$ cat config.mk
export PLATFORM = sky130hd
export DESIGN_NAME = peq_top
export DESIGN_NICKNAME = d
export VERILOG_FILES = /design/src/peq_pkg.sv /design/src/peq_top.sv
export SDC_FILE = /design/constraint.sdc
export NUM_CORES = 1
export LEC_CHECK = 0
export ABC_AREA = 1
export BUFFER_PORTS_ARGS = -buffer_cell sky130_fd_sc_hd__buf_2
export CORE_MARGIN = 5
export CORE_UTILIZATION = 30
export DETAILED_ROUTE_END_ITERATION = 10
export GPL_TIMING_DRIVEN = 1
export SLEW_MARGIN = 20
export SYNTH_ARGS = -nofsm -noshare
export SYNTH_HDL_FRONTEND = slang
export SYNTH_SLANG_ARGS = --single-unit
$ cat constraint.sdc
create_clock -name core_clk -period 7 [get_ports core_clk]
set_input_delay 1.4 -clock core_clk [delete_from_list [all_inputs] [get_ports core_clk]]
set_output_delay 1.4 -clock core_clk [all_outputs]
set_load 0.005 [all_outputs]
$ cat src/peq_pkg.sv
/*
 * peq_pkg: shared constants for the pulse, edge-timing and quadrature
 * counter block.
 * Assumes a 10 MHz core clock and 32-bit APB register access.
 */
package peq_pkg;
    localparam int          DATA_W        = 32;
    localparam int          ADDR_W        = 8;
    localparam int          NUM_PULSE     = 2;
    // clock figures, time base for edge timing in microseconds
    localparam int          CLK_HZ        = 10000000;
    localparam int          US_PER_S      = 1000000;
    localparam int          CYC_PER_US    = CLK_HZ / US_PER_S;
    localparam logic [3:0]  CYC_US_M1     = 4'(CYC_PER_US - 1);
    // register byte offsets
    localparam logic [7:0]  OFF_CTRL      = 8'h00;
    localparam logic [7:0]  OFF_TIMEOUT   = 8'h04;
    localparam logic [7:0]  OFF_PULSE0    = 8'h08;
    localparam logic [7:0]  OFF_PULSE1    = 8'h0c;
    localparam logic [7:0]  OFF_EDGE_RES  = 8'h10;
    localparam logic [7:0]  OFF_QUAD_NET  = 8'h14;
    localparam logic [7:0]  OFF_QUAD_FWD  = 8'h18;
    localparam logic [7:0]  OFF_QUAD_REV  = 8'h1c;
    localparam logic [7:0]  OFF_QUAD_DIR  = 8'h20;
    localparam logic [7:0]  OFF_IRQ_STAT  = 8'h24;
    localparam logic [7:0]  OFF_IRQ_EN    = 8'h28;
    localparam logic [7:0]  OFF_IRQ_CLR   = 8'h2c;
    localparam logic [7:0]  OFF_SCAN_US   = 8'h30;
    // control field layout
    localparam int          CTRL_QMODE_LO = 0;
    localparam int          CTRL_EMODE_LO = 2;
    localparam int          CTRL_ARM_BIT  = 4;
    localparam int          CTRL_POL_BIT  = 5;
    // irq bits
    localparam int          IRQ_SCAN      = 0;
    localparam int          IRQ_EDGE_DONE = 1;
    localparam int          IRQ_EDGE_NAN  = 2;
    localparam int          IRQ_W         = 3;
    // reset values, nan result marker and zero
    localparam logic [31:0] TIMEOUT_RST   = 32'h000f4240;
    localparam logic [31:0] NAN_MARK      = 32'h7fc00000;
    localparam logic [31:0] ZERO32        = 32'h00000000;

    // quadrature resolution modes
    typedef enum logic [1:0] {
        PEQ_Q_X1,
        PEQ_Q_X2,
        PEQ_Q_X4,
        PEQ_Q_OFF
    } peq_qmode_t;

    // edge timing modes
    typedef enum logic [1:0] {
        PEQ_E_SINGLE,
        PEQ_E_SUCCESSIVE,
        PEQ_E_PREV_TERM,
        PEQ_E_SPAN
    } peq_emode_t;

    typedef enum logic [1:0] {
        PEQ_ST_IDLE,
        PEQ_ST_WAIT_START,
        PEQ_ST_WAIT_STOP
    } peq_est_t;
endpackage

$ cat src/peq_top.sv
/*
 * peq_top: pulse accumulators, edge timer and quadrature decoder behind
 * an APB slave, with a masked level interrupt.
 * Assumes terminal inputs already debounced and synchronous to core_clk,
 * and scan_tick a one-cycle pulse from the scan scheduler.
 */
// The APB slave port and the address map were chosen for this implementation.
// Behaviour
// - time one edge, result in microseconds
// - successive, previous-terminal and scan-spanning edge modes
// - timeout, or too-fast signal in single and successive modes, gives NaN marker
// - A leads counts up, B leads down
// - report direction and per-direction totals
// - x1 counts A rising up, A falling down
// - x2 counts both A edges
// - x4 counts all edges of A and B
// - 32-bit accumulator per pulse input
// - capture then clear accumulators at scan start
// - accumulators wrap, no saturation
// - frequency equals count over scan period
`timescale 1ns/10ps
module peq_top
    import peq_pkg::*;
(
    input  wire logic                      core_clk,  // 10 MHz clock
    input  wire logic                      reset,     // sync, active high
    input  wire logic                      psel,      // apb select
    input  wire logic                      penable,   // apb access phase
    input  wire logic                      pwrite,    // apb direction
    input  wire logic [peq_pkg::ADDR_W-1:0] paddr,    // apb byte address
    input  wire logic [peq_pkg::DATA_W-1:0] pwdata,   // apb write data
    output logic      [peq_pkg::DATA_W-1:0] prdata,   // apb read data
    output logic                           pready,    // apb ready
    output logic                           pslverr,   // apb error
    input  wire logic [peq_pkg::NUM_PULSE-1:0] pulse_in, // pulse terminals
    input  wire logic                      edge_in,   // timed terminal
    input  wire logic                      edge_prev_in, // preceding term.
    input  wire logic                      enc_a,     // encoder line a
    input  wire logic                      enc_b,     // encoder line b
    input  wire logic                      scan_tick, // scan start pulse
    output logic                           irq        // level interrupt
);
    import peq_pkg::*;

    logic [31:0]          ctrl_r, ctrl_nxt;
    logic [31:0]          tmo_r, tmo_nxt;
    logic [31:0]          scan_us_r, scan_us_nxt;
    logic [IRQ_W-1:0]     irq_en_r, irq_en_nxt;
    logic [IRQ_W-1:0]     irq_st_r, irq_st_nxt;
    logic [31:0]          prdata_r, prdata_nxt;
    logic [31:0]          acc_r [NUM_PULSE];
    logic [31:0]          acc_nxt [NUM_PULSE];
    logic [31:0]          cap_r [NUM_PULSE];
    logic [31:0]          cap_nxt [NUM_PULSE];
    logic [NUM_PULSE-1:0] pin_d_r;
    logic                 a_d_r, b_d_r, e_d_r, p_d_r;
    logic [31:0]          qnet_r, qnet_nxt, qfwd_r, qfwd_nxt;
    logic [31:0]          qrev_r, qrev_nxt;
    logic                 qdir_r, qdir_nxt;
    peq_est_t             est_r, est_nxt;
    logic [31:0]          eus_r, eus_nxt;
    logic [3:0]           esub_r, esub_nxt;
    logic [31:0]          eres_r, eres_nxt;
    logic                 ev_done, ev_nan;
    logic                 wr_en, rd_en;
    logic                 hit;

    peq_qmode_t qmode;
    peq_emode_t emode;
    assign qmode = peq_qmode_t'(ctrl_r[CTRL_QMODE_LO +: 2]);
    assign emode = peq_emode_t'(ctrl_r[CTRL_EMODE_LO +: 2]);

    // zero wait-state slave: every access completes in its first access cycle
    assign pready = 1'b1;
    assign wr_en  = psel & penable & pwrite;
    // read data is loaded at the setup edge so it stands in the access phase
    assign rd_en  = psel & ~penable & ~pwrite;
    assign prdata = prdata_r;
    assign irq    = |(irq_st_r & irq_en_r);

    // address decode; unmapped offsets raise pslverr
    always_comb begin
        case (paddr)
            OFF_CTRL, OFF_TIMEOUT, OFF_PULSE0, OFF_PULSE1, OFF_EDGE_RES,
            OFF_QUAD_NET, OFF_QUAD_FWD, OFF_QUAD_REV, OFF_QUAD_DIR,
            OFF_IRQ_STAT, OFF_IRQ_EN, OFF_IRQ_CLR, OFF_SCAN_US: hit = 1'b1;
            default: hit = 1'b0;
        endcase
    end
    assign pslverr = psel & penable & ~hit;

    // pulse accumulators: capture old value and restart in the same edge
    always_comb begin
        for (int i = 0; i < NUM_PULSE; i++) begin
            // rising edge counted even in the capture cycle
            if (scan_tick) begin
                cap_nxt[i] = acc_r[i];
                acc_nxt[i] = {31'h0, pulse_in[i] & ~pin_d_r[i]};
            end else begin
                cap_nxt[i] = cap_r[i];
                // plain 32-bit add wraps past 2^32 by design
                acc_nxt[i] = acc_r[i]
                           + {31'h0, pulse_in[i] & ~pin_d_r[i]};
            end
        end
    end

    // quadrature decode; direction taken from the level of the other line
    always_comb begin
        logic a_r_e, a_f_e, b_r_e, b_f_e, up, dn;
        a_r_e = enc_a & ~a_d_r;
        a_f_e = ~enc_a & a_d_r;
        b_r_e = enc_b & ~b_d_r;
        b_f_e = ~enc_b & b_d_r;
        up = 1'b0;
        dn = 1'b0;
        case (qmode)
            PEQ_Q_X1: begin
                up = a_r_e & ~enc_b;
                dn = a_f_e & ~enc_b;
            end
            PEQ_Q_X2: begin
                up = (a_r_e & ~enc_b) | (a_f_e & enc_b);
                dn = (a_r_e & enc_b) | (a_f_e & ~enc_b);
            end
            PEQ_Q_X4: begin
                up = (a_r_e & ~enc_b) | (a_f_e & enc_b)
                   | (b_r_e & enc_a) | (b_f_e & ~enc_a);
                dn = (a_r_e & enc_b) | (a_f_e & ~enc_b)
                   | (b_r_e & ~enc_a) | (b_f_e & enc_a);
            end
            default: begin
                up = 1'b0;
                dn = 1'b0;
            end
        endcase
        // net count follows a-leads-b as up
        qnet_nxt = qnet_r + (up ? 32'h1 : ZERO32) - (dn ? 32'h1 : ZERO32);
        qfwd_nxt = qfwd_r + (up ? 32'h1 : ZERO32);
        qrev_nxt = qrev_r + (dn ? 32'h1 : ZERO32);
        qdir_nxt = qdir_r;
        if (up | dn) begin
            qdir_nxt = dn;
        end
    end

    // edge timer: microsecond count between start and stop edges
    always_comb begin
        logic e_edge, p_edge, start_hit, stop_hit, tick_us;
        e_edge = ctrl_r[CTRL_POL_BIT] ? (~edge_in & e_d_r)
                                      : (edge_in & ~e_d_r);
        p_edge = ctrl_r[CTRL_POL_BIT] ? (~edge_prev_in & p_d_r)
                                      : (edge_prev_in & ~p_d_r);
        // start source per mode; stop source is always e_edge
        case (emode)
            PEQ_E_PREV_TERM: start_hit = p_edge;
            PEQ_E_SPAN:      start_hit = scan_tick;
            default:         start_hit = e_edge;
        endcase
        stop_hit = e_edge;
        tick_us  = (esub_r == CYC_US_M1);
        est_nxt  = est_r;
        eus_nxt  = eus_r;
        esub_nxt = tick_us ? 4'h0 : esub_r + 4'h1;
        eres_nxt = eres_r;
        ev_done  = 1'b0;
        ev_nan   = 1'b0;
        case (est_r)
            PEQ_ST_IDLE: begin
                if (wr_en && paddr == OFF_CTRL && pwdata[CTRL_ARM_BIT]) begin
                    est_nxt = PEQ_ST_WAIT_START;
                    eus_nxt = ZERO32;
                end
            end
            PEQ_ST_WAIT_START: begin
                if (start_hit) begin
                    est_nxt  = PEQ_ST_WAIT_STOP;
                    eus_nxt  = ZERO32;
                    esub_nxt = 4'h0;
                end else if (tick_us) begin
                    eus_nxt = eus_r + 32'h1;
                end
                if (!start_hit && tick_us && eus_r >= tmo_r) begin
                    est_nxt  = PEQ_ST_IDLE;
                    eres_nxt = NAN_MARK;
                    ev_nan   = 1'b1;
                end
            end
            PEQ_ST_WAIT_STOP: begin
                if (stop_hit && emode != PEQ_E_PREV_TERM
                        && emode != PEQ_E_SPAN && eus_r == ZERO32) begin
                    // stop within the first microsecond: too fast
                    est_nxt  = PEQ_ST_IDLE;
                    eres_nxt = NAN_MARK;
                    ev_nan   = 1'b1;
                end else if (stop_hit) begin
                    est_nxt  = PEQ_ST_IDLE;
                    eres_nxt = eus_r;
                    ev_done  = 1'b1;
                end else if (tick_us) begin
                    eus_nxt = eus_r + 32'h1;
                    if (eus_r >= tmo_r) begin
                        est_nxt  = PEQ_ST_IDLE;
                        eres_nxt = NAN_MARK;
                        ev_nan   = 1'b1;
                    end
                end
            end
            default: est_nxt = PEQ_ST_IDLE;
        endcase
    end

    // register writes, sticky status with set winning over clear
    always_comb begin
        ctrl_nxt    = ctrl_r;
        tmo_nxt     = tmo_r;
        scan_us_nxt = scan_us_r;
        irq_en_nxt  = irq_en_r;
        irq_st_nxt  = irq_st_r;
        if (wr_en) begin
            case (paddr)
                // arm bit is a strobe, never stored
                OFF_CTRL:    ctrl_nxt = pwdata & ~(32'h1 << CTRL_ARM_BIT);
                OFF_TIMEOUT: tmo_nxt = pwdata;
                OFF_SCAN_US: scan_us_nxt = pwdata;
                OFF_IRQ_EN:  irq_en_nxt = pwdata[IRQ_W-1:0];
                OFF_IRQ_CLR: irq_st_nxt = irq_st_r & ~pwdata[IRQ_W-1:0];
                default:     ctrl_nxt = ctrl_r;
            endcase
        end
        irq_st_nxt[IRQ_SCAN]      = irq_st_nxt[IRQ_SCAN] | scan_tick;
        irq_st_nxt[IRQ_EDGE_DONE] = irq_st_nxt[IRQ_EDGE_DONE] | ev_done;
        irq_st_nxt[IRQ_EDGE_NAN]  = irq_st_nxt[IRQ_EDGE_NAN] | ev_nan;
    end

    // read mux; frequency is left to software as capture over scan
    // period, so resolution is one pulse per scan
    always_comb begin
        prdata_nxt = prdata_r;
        if (rd_en) begin
            case (paddr)
                OFF_CTRL:     prdata_nxt = ctrl_r;
                OFF_TIMEOUT:  prdata_nxt = tmo_r;
                OFF_PULSE0:   prdata_nxt = cap_r[0];
                OFF_PULSE1:   prdata_nxt = cap_r[1];
                OFF_EDGE_RES: prdata_nxt = eres_r;
                OFF_QUAD_NET: prdata_nxt = qnet_r;
                OFF_QUAD_FWD: prdata_nxt = qfwd_r;
                OFF_QUAD_REV: prdata_nxt = qrev_r;
                OFF_QUAD_DIR: prdata_nxt = {31'h0, qdir_r};
                OFF_IRQ_STAT: prdata_nxt = {29'h0, irq_st_r};
                OFF_SCAN_US:  prdata_nxt = scan_us_r;
                default:      prdata_nxt = ZERO32;
            endcase
        end
    end

    // prdata_r is loaded at the setup edge and holds until the next read
    // setup, so the master takes it at the edge where pready is high
    always_ff @(posedge core_clk) begin
        if (reset) begin
            ctrl_r    <= ZERO32;
            tmo_r     <= TIMEOUT_RST;
            scan_us_r <= ZERO32;
            irq_en_r  <= '0;
            irq_st_r  <= '0;
            prdata_r  <= ZERO32;
            pin_d_r   <= '0;
            a_d_r     <= 1'b0;
            b_d_r     <= 1'b0;
            e_d_r     <= 1'b0;
            p_d_r     <= 1'b0;
            qnet_r    <= ZERO32;
            qfwd_r    <= ZERO32;
            qrev_r    <= ZERO32;
            qdir_r    <= 1'b0;
            est_r     <= PEQ_ST_IDLE;
            eus_r     <= ZERO32;
            esub_r    <= 4'h0;
            eres_r    <= ZERO32;
            for (int i = 0; i < NUM_PULSE; i++) begin
                acc_r[i] <= ZERO32;
                cap_r[i] <= ZERO32;
            end
        end else begin
            ctrl_r    <= ctrl_nxt;
            tmo_r     <= tmo_nxt;
            scan_us_r <= scan_us_nxt;
            irq_en_r  <= irq_en_nxt;
            irq_st_r  <= irq_st_nxt;
            prdata_r  <= prdata_nxt;
            pin_d_r   <= pulse_in;
            a_d_r     <= enc_a;
            b_d_r     <= enc_b;
            e_d_r     <= edge_in;
            p_d_r     <= edge_prev_in;
            qnet_r    <= qnet_nxt;
            qfwd_r    <= qfwd_nxt;
            qrev_r    <= qrev_nxt;
            qdir_r    <= qdir_nxt;
            est_r     <= est_nxt;
            eus_r     <= eus_nxt;
            esub_r    <= esub_nxt;
            eres_r    <= eres_nxt;
            for (int i = 0; i < NUM_PULSE; i++) begin
                acc_r[i] <= acc_nxt[i];
                cap_r[i] <= cap_nxt[i];
            end
        end
    end
endmodule

==> results.json <==
{
  "die_area_sq_um": 78540,
  "clk_latency_ns": 0.59,
  "grt_max_degree": 69,
  "cts_setup_buffers": 0,
  "netSwitchingFraction_pct": 35.95,
  "regToRegStartpoint": "ctrl_r[1]$_SDFFE_PP0P_",
  "holdCritPathClass": "reg -> reg",
  "htreeDepth": 2,
  "critPathMaxFanout": 5,
  "coreArea_sq_um": 72710,
  "ios": 87,
  "clkPwrFrac_pct": 33.7,
  "layoutNonFillerInstCount": 4188,
  "grt_pass1_vias": 19303,
  "skew_ns": 0.01155,
  "ys_warn_count": 0,
  "drt_iter0_drc": 1723,
  "r2r_end": "qnet_r[22]$_SDFF_PP0_",
  "critPathLaunchType": "input port",
  "numCtsBuffers": 49,
  "start_util_pct": 30.13,
  "dr.pass1.iters": 8,
  "ys_seq_area_share_pct": 39.65,
  "path_cells": "buf_2, inv_1, nor2_1, inv_1, nand2_1, o211ai_1, a21oi_1, inv_1, ha_1, ha_1, inv_1, fa_1, o21ai_0, a21oi_1, inv_1, nand3_1, a21oi_1, nand2_1, nand2_1, nand2_1, nand2_1, nor2_1",
  "place_ws_ns": 2.271,
  "critPathArrivalTime_ns": 4.64,
  "dp.final_hpwl_um": 55020,
  "antenna_found_initial": 4,
  "rsz0062_at_grt": "false",
  "crit_slowest_cell": "fa_1",
  "finalSetupViolations": 0,
  "max_freq_mhz": 239.8,
  "synth_largest_area_cell": "dfxtp_1",
  "p_leak_nw": 9.409,
  "syn_to_final_growth_pct": 13.40,
  "yosys_register_bits": 434,
  "hold_viol_final": 0,
  "hold-path-cell-count": 2,
  "wl_per_cell_um": 17.47,
  "placed_cells": 4103,
  "cts_tree": "done",
  "fin_tns_setup_ns": 0,
  "stdcell_area_sq_um": 24850,
  "fp-row-count": 99,
  "switching_power_w": 0.002712,
  "grt_usage_pct": 18.01,
  "synth-edff-count": 0,
  "setup.worst_path.start": "enc_b",
  "root_buffer": "clkbuf_16",
  "placed_area_sq_um": 23280,
  "holdWs_ns": 0.4560,
  "gr-total-overflow": 0,
  "synthTopCellsByArea": "dfxtp_1 40%, nand2_1 8.5%, inv_1 7.5%, nor2_1 7.3%, a21oi_1 6.8%",
  "tightest_slew_ns": 0.8776,
  "n_fill_cell": 7800,
  "clk_pin_slew_ns": 0.06,
  "portBuffers": 85,
  "die_height_um": 280.3,
  "slew_violations": 0,
  "max-slew-margin-rel_pct": 41.29,
  "cp_slowest_stage_delay_ns": 0.40,
  "grt_pass1_wl_um": 112500,
  "r2r_cells": 19,
  "cts_sinks": 434,
  "die_w_um": 280.3,
  "drtAntennaViolNets": 0,
  "dr_total_vias": 21085,
  "yosysTopAreaCellShare_pct": 39.65,
  "p_int_w": 0.004830,
  "rrSetupSlack_ns": 3.39,
  "synth.top_cells.by_count": "498 x nand2_1, 438 x inv_1, 434 x dfxtp_1, 428 x nor2_1, 298 x a21oi_1",
  "post_cts_resize_count": 0,
  "status": "finished, final reports clean",
  "holdBufCountCts": 0,
  "crit_path_end": "qnet_r[22]$_SDFF_PP0_",
  "power_density_nw_per_um2": 303.5,
  "synthArstFlopShare_pct": 0,
  "critical_path.endpoint_type": "register",
  "syn_nets": 3286,
  "p_comb_share_pct": 29.7,
  "required_ns": 7.47,
  "gp_congestion": 0.9123,
  "fin_crit_sh_pct": 59.57,
  "multi_input_area_sq_um": 11060,
  "sequentialPowerShare_pct": 36.7,
  "layout.nets": 3327,
  "via_per_inst": 5.035,
  "clock_path_buffers": 3,
  "peakVddDrop_mv": 0.1979,
  "seq_area_sq_um": 8688,
  "path_class": "in -> reg",
  "layout-drive-gt1-share_pct": 7.931,
  "avgSynthCellArea_sq_um": 6.947,
  "drc_errors": 0,
  "ys.flop_type": "dfxtp_1",
  "period_needed_ns": 4.170,
  "drv_cap": 0,
  "synthDistinctLibCells": 52,
  "synthCells": 3154,
  "synth_most_common_cell": "nand2_1",
  "fin_ws_ns": 2.830,
  "synth_area_sq_um": 21910,
  "totalWireLength_um": 73160
}
[worst min path at each step]
stage	start	to	slack (ns)
2_1_floorplan	pin_d_r[0]$_SDFF_PP0_	acc_r[0][0]$_SDFF_PP0_	0.42
3_3_place_gp	ctrl_r[11]$_SDFFE_PP0P_	ctrl_r[11]$_SDFFE_PP0P_	0.44
3_5_place_dp	ctrl_r[11]$_SDFFE_PP0P_	ctrl_r[11]$_SDFFE_PP0P_	0.44
4_1_cts	ctrl_r[11]$_SDFFE_PP0P_	ctrl_r[11]$_SDFFE_PP0P_	0.45
5_1_grt	prdata[7]$_SDFFE_PP0P_	prdata[7]$_SDFFE_PP0P_	0.48
6_report	ctrl_r[11]$_SDFFE_PP0P_	ctrl_r[11]$_SDFFE_PP0P_	0.46
[registers in the layout, indices dropped and copies added, names as in the netlist, 31 cells and up]
name       flops
qnet_r        32
tmo_r         32
prdata        32
cap_r         64
acc_r         64
eres_r        32
qfwd_r        32
eus_r         32
scan_us_r     32
qrev_r        32
ctrl_r        31
[power groups by stage]
stage               sequential [W]  combinational [W]  clock (W)
finish                     0.00276            0.00224    0.00254
global route               0.00278            0.00257    0.00268
CTS                        0.00276            0.00222    0.00259
detailed placement         0.00282            0.00220          0
global placement           0.00282            0.00220          0
floorplan                  0.00278            0.00168          0
[layout make-up]
| type | count | share of cell area (%) |
|---|---|---|
| Multi-Input combinational cell | 2145 | 44.52 |
| Clock inverter | 12 | 0.3777 |
| Tap cell | 959 | 4.829 |
| Sequential cell | 434 | 34.97 |
| Antenna cell | 1 | 0.01007 |
| Inverter | 455 | 6.894 |
| Timing Repair Buffer | 110 | 2.477 |
| Clock buffer | 72 | 5.927 |
[layout by cell type, fill, tap and decap left out, drive strengths merged, types with 4 or more instances in the layout]
cell type | netlist | layout
clkinv | 1 | 9
nand4 | 39 | 39
xor2 | 22 | 22
xnor2 | 7 | 7
clkbuf | 90 | 72
o21ai | 203 | 203
o31ai | 9 | 9
nor3b | 24 | 24
o21bai | 4 | 4
and3 | 4 | 4
nand2 | 505 | 505
nor4 | 20 | 20
a221oi | 26 | 26
buf | 30 | 110
dfxtp | 434 | 434
nor3 | 129 | 129
a31oi | 10 | 10
nor2 | 445 | 445
nand3 | 138 | 138
a211oi | 9 | 9
a21oi | 298 | 298
ha | 79 | 79
o21a | 19 | 19
inv | 454 | 455
o211ai | 10 | 10
o22ai | 121 | 121
a21o | 5 | 5
or2 | 7 | 7
[layer usage]
| metal | routed length [um] | GRT usage (%) | up-vias |
|---|---|---|---|
| li1 | - | - | 10569 |
| met1 | 33870 | 25.38 | 9743 |
| met2 | 32480 | 28.80 | 673 |
| met3 | 5162 | 3.303 | 98 |
| met4 | 1638 | 4.151 | 2 |
| met5 | 8 | 0 | - |
[logic make-up after synthesis]
kind of cell               after synthesis  synth area share (%)
and+or+nand+nor                       1314                 26.11
buffers and inverters                  575                 9.987
other                                    1               0.01711
DFF                                    434                 39.65
xor gates and xnor gates                29                 1.159
adders and majority gates               80                 4.603
AOI/OAI and AO/OA                      721                 18.47
[through the flow]
| step | utilization, % | total power, W |
|---|---|---|
| 2_1_floorplan | - | 0.004462 |
| 3_3_place_gp | 32.02 | 0.005019 |
| 3_5_place_dp | 32.02 | 0.005017 |
| 4_1_cts | 34.17 | 0.007569 |
| 5_1_grt | 34.17 | 0.008031 |
| 6_report | 34.17 | 0.007542 |
[critical path, delay by kind of cell]
family	cells	cell delay, ns
adders and majority gates	3	0.84
and+or+nand+nor	8	0.60
buffers and inverters	6	0.54
AOI/OAI and AO/OA	5	1.27
Power figures use the tool's default switching activity.
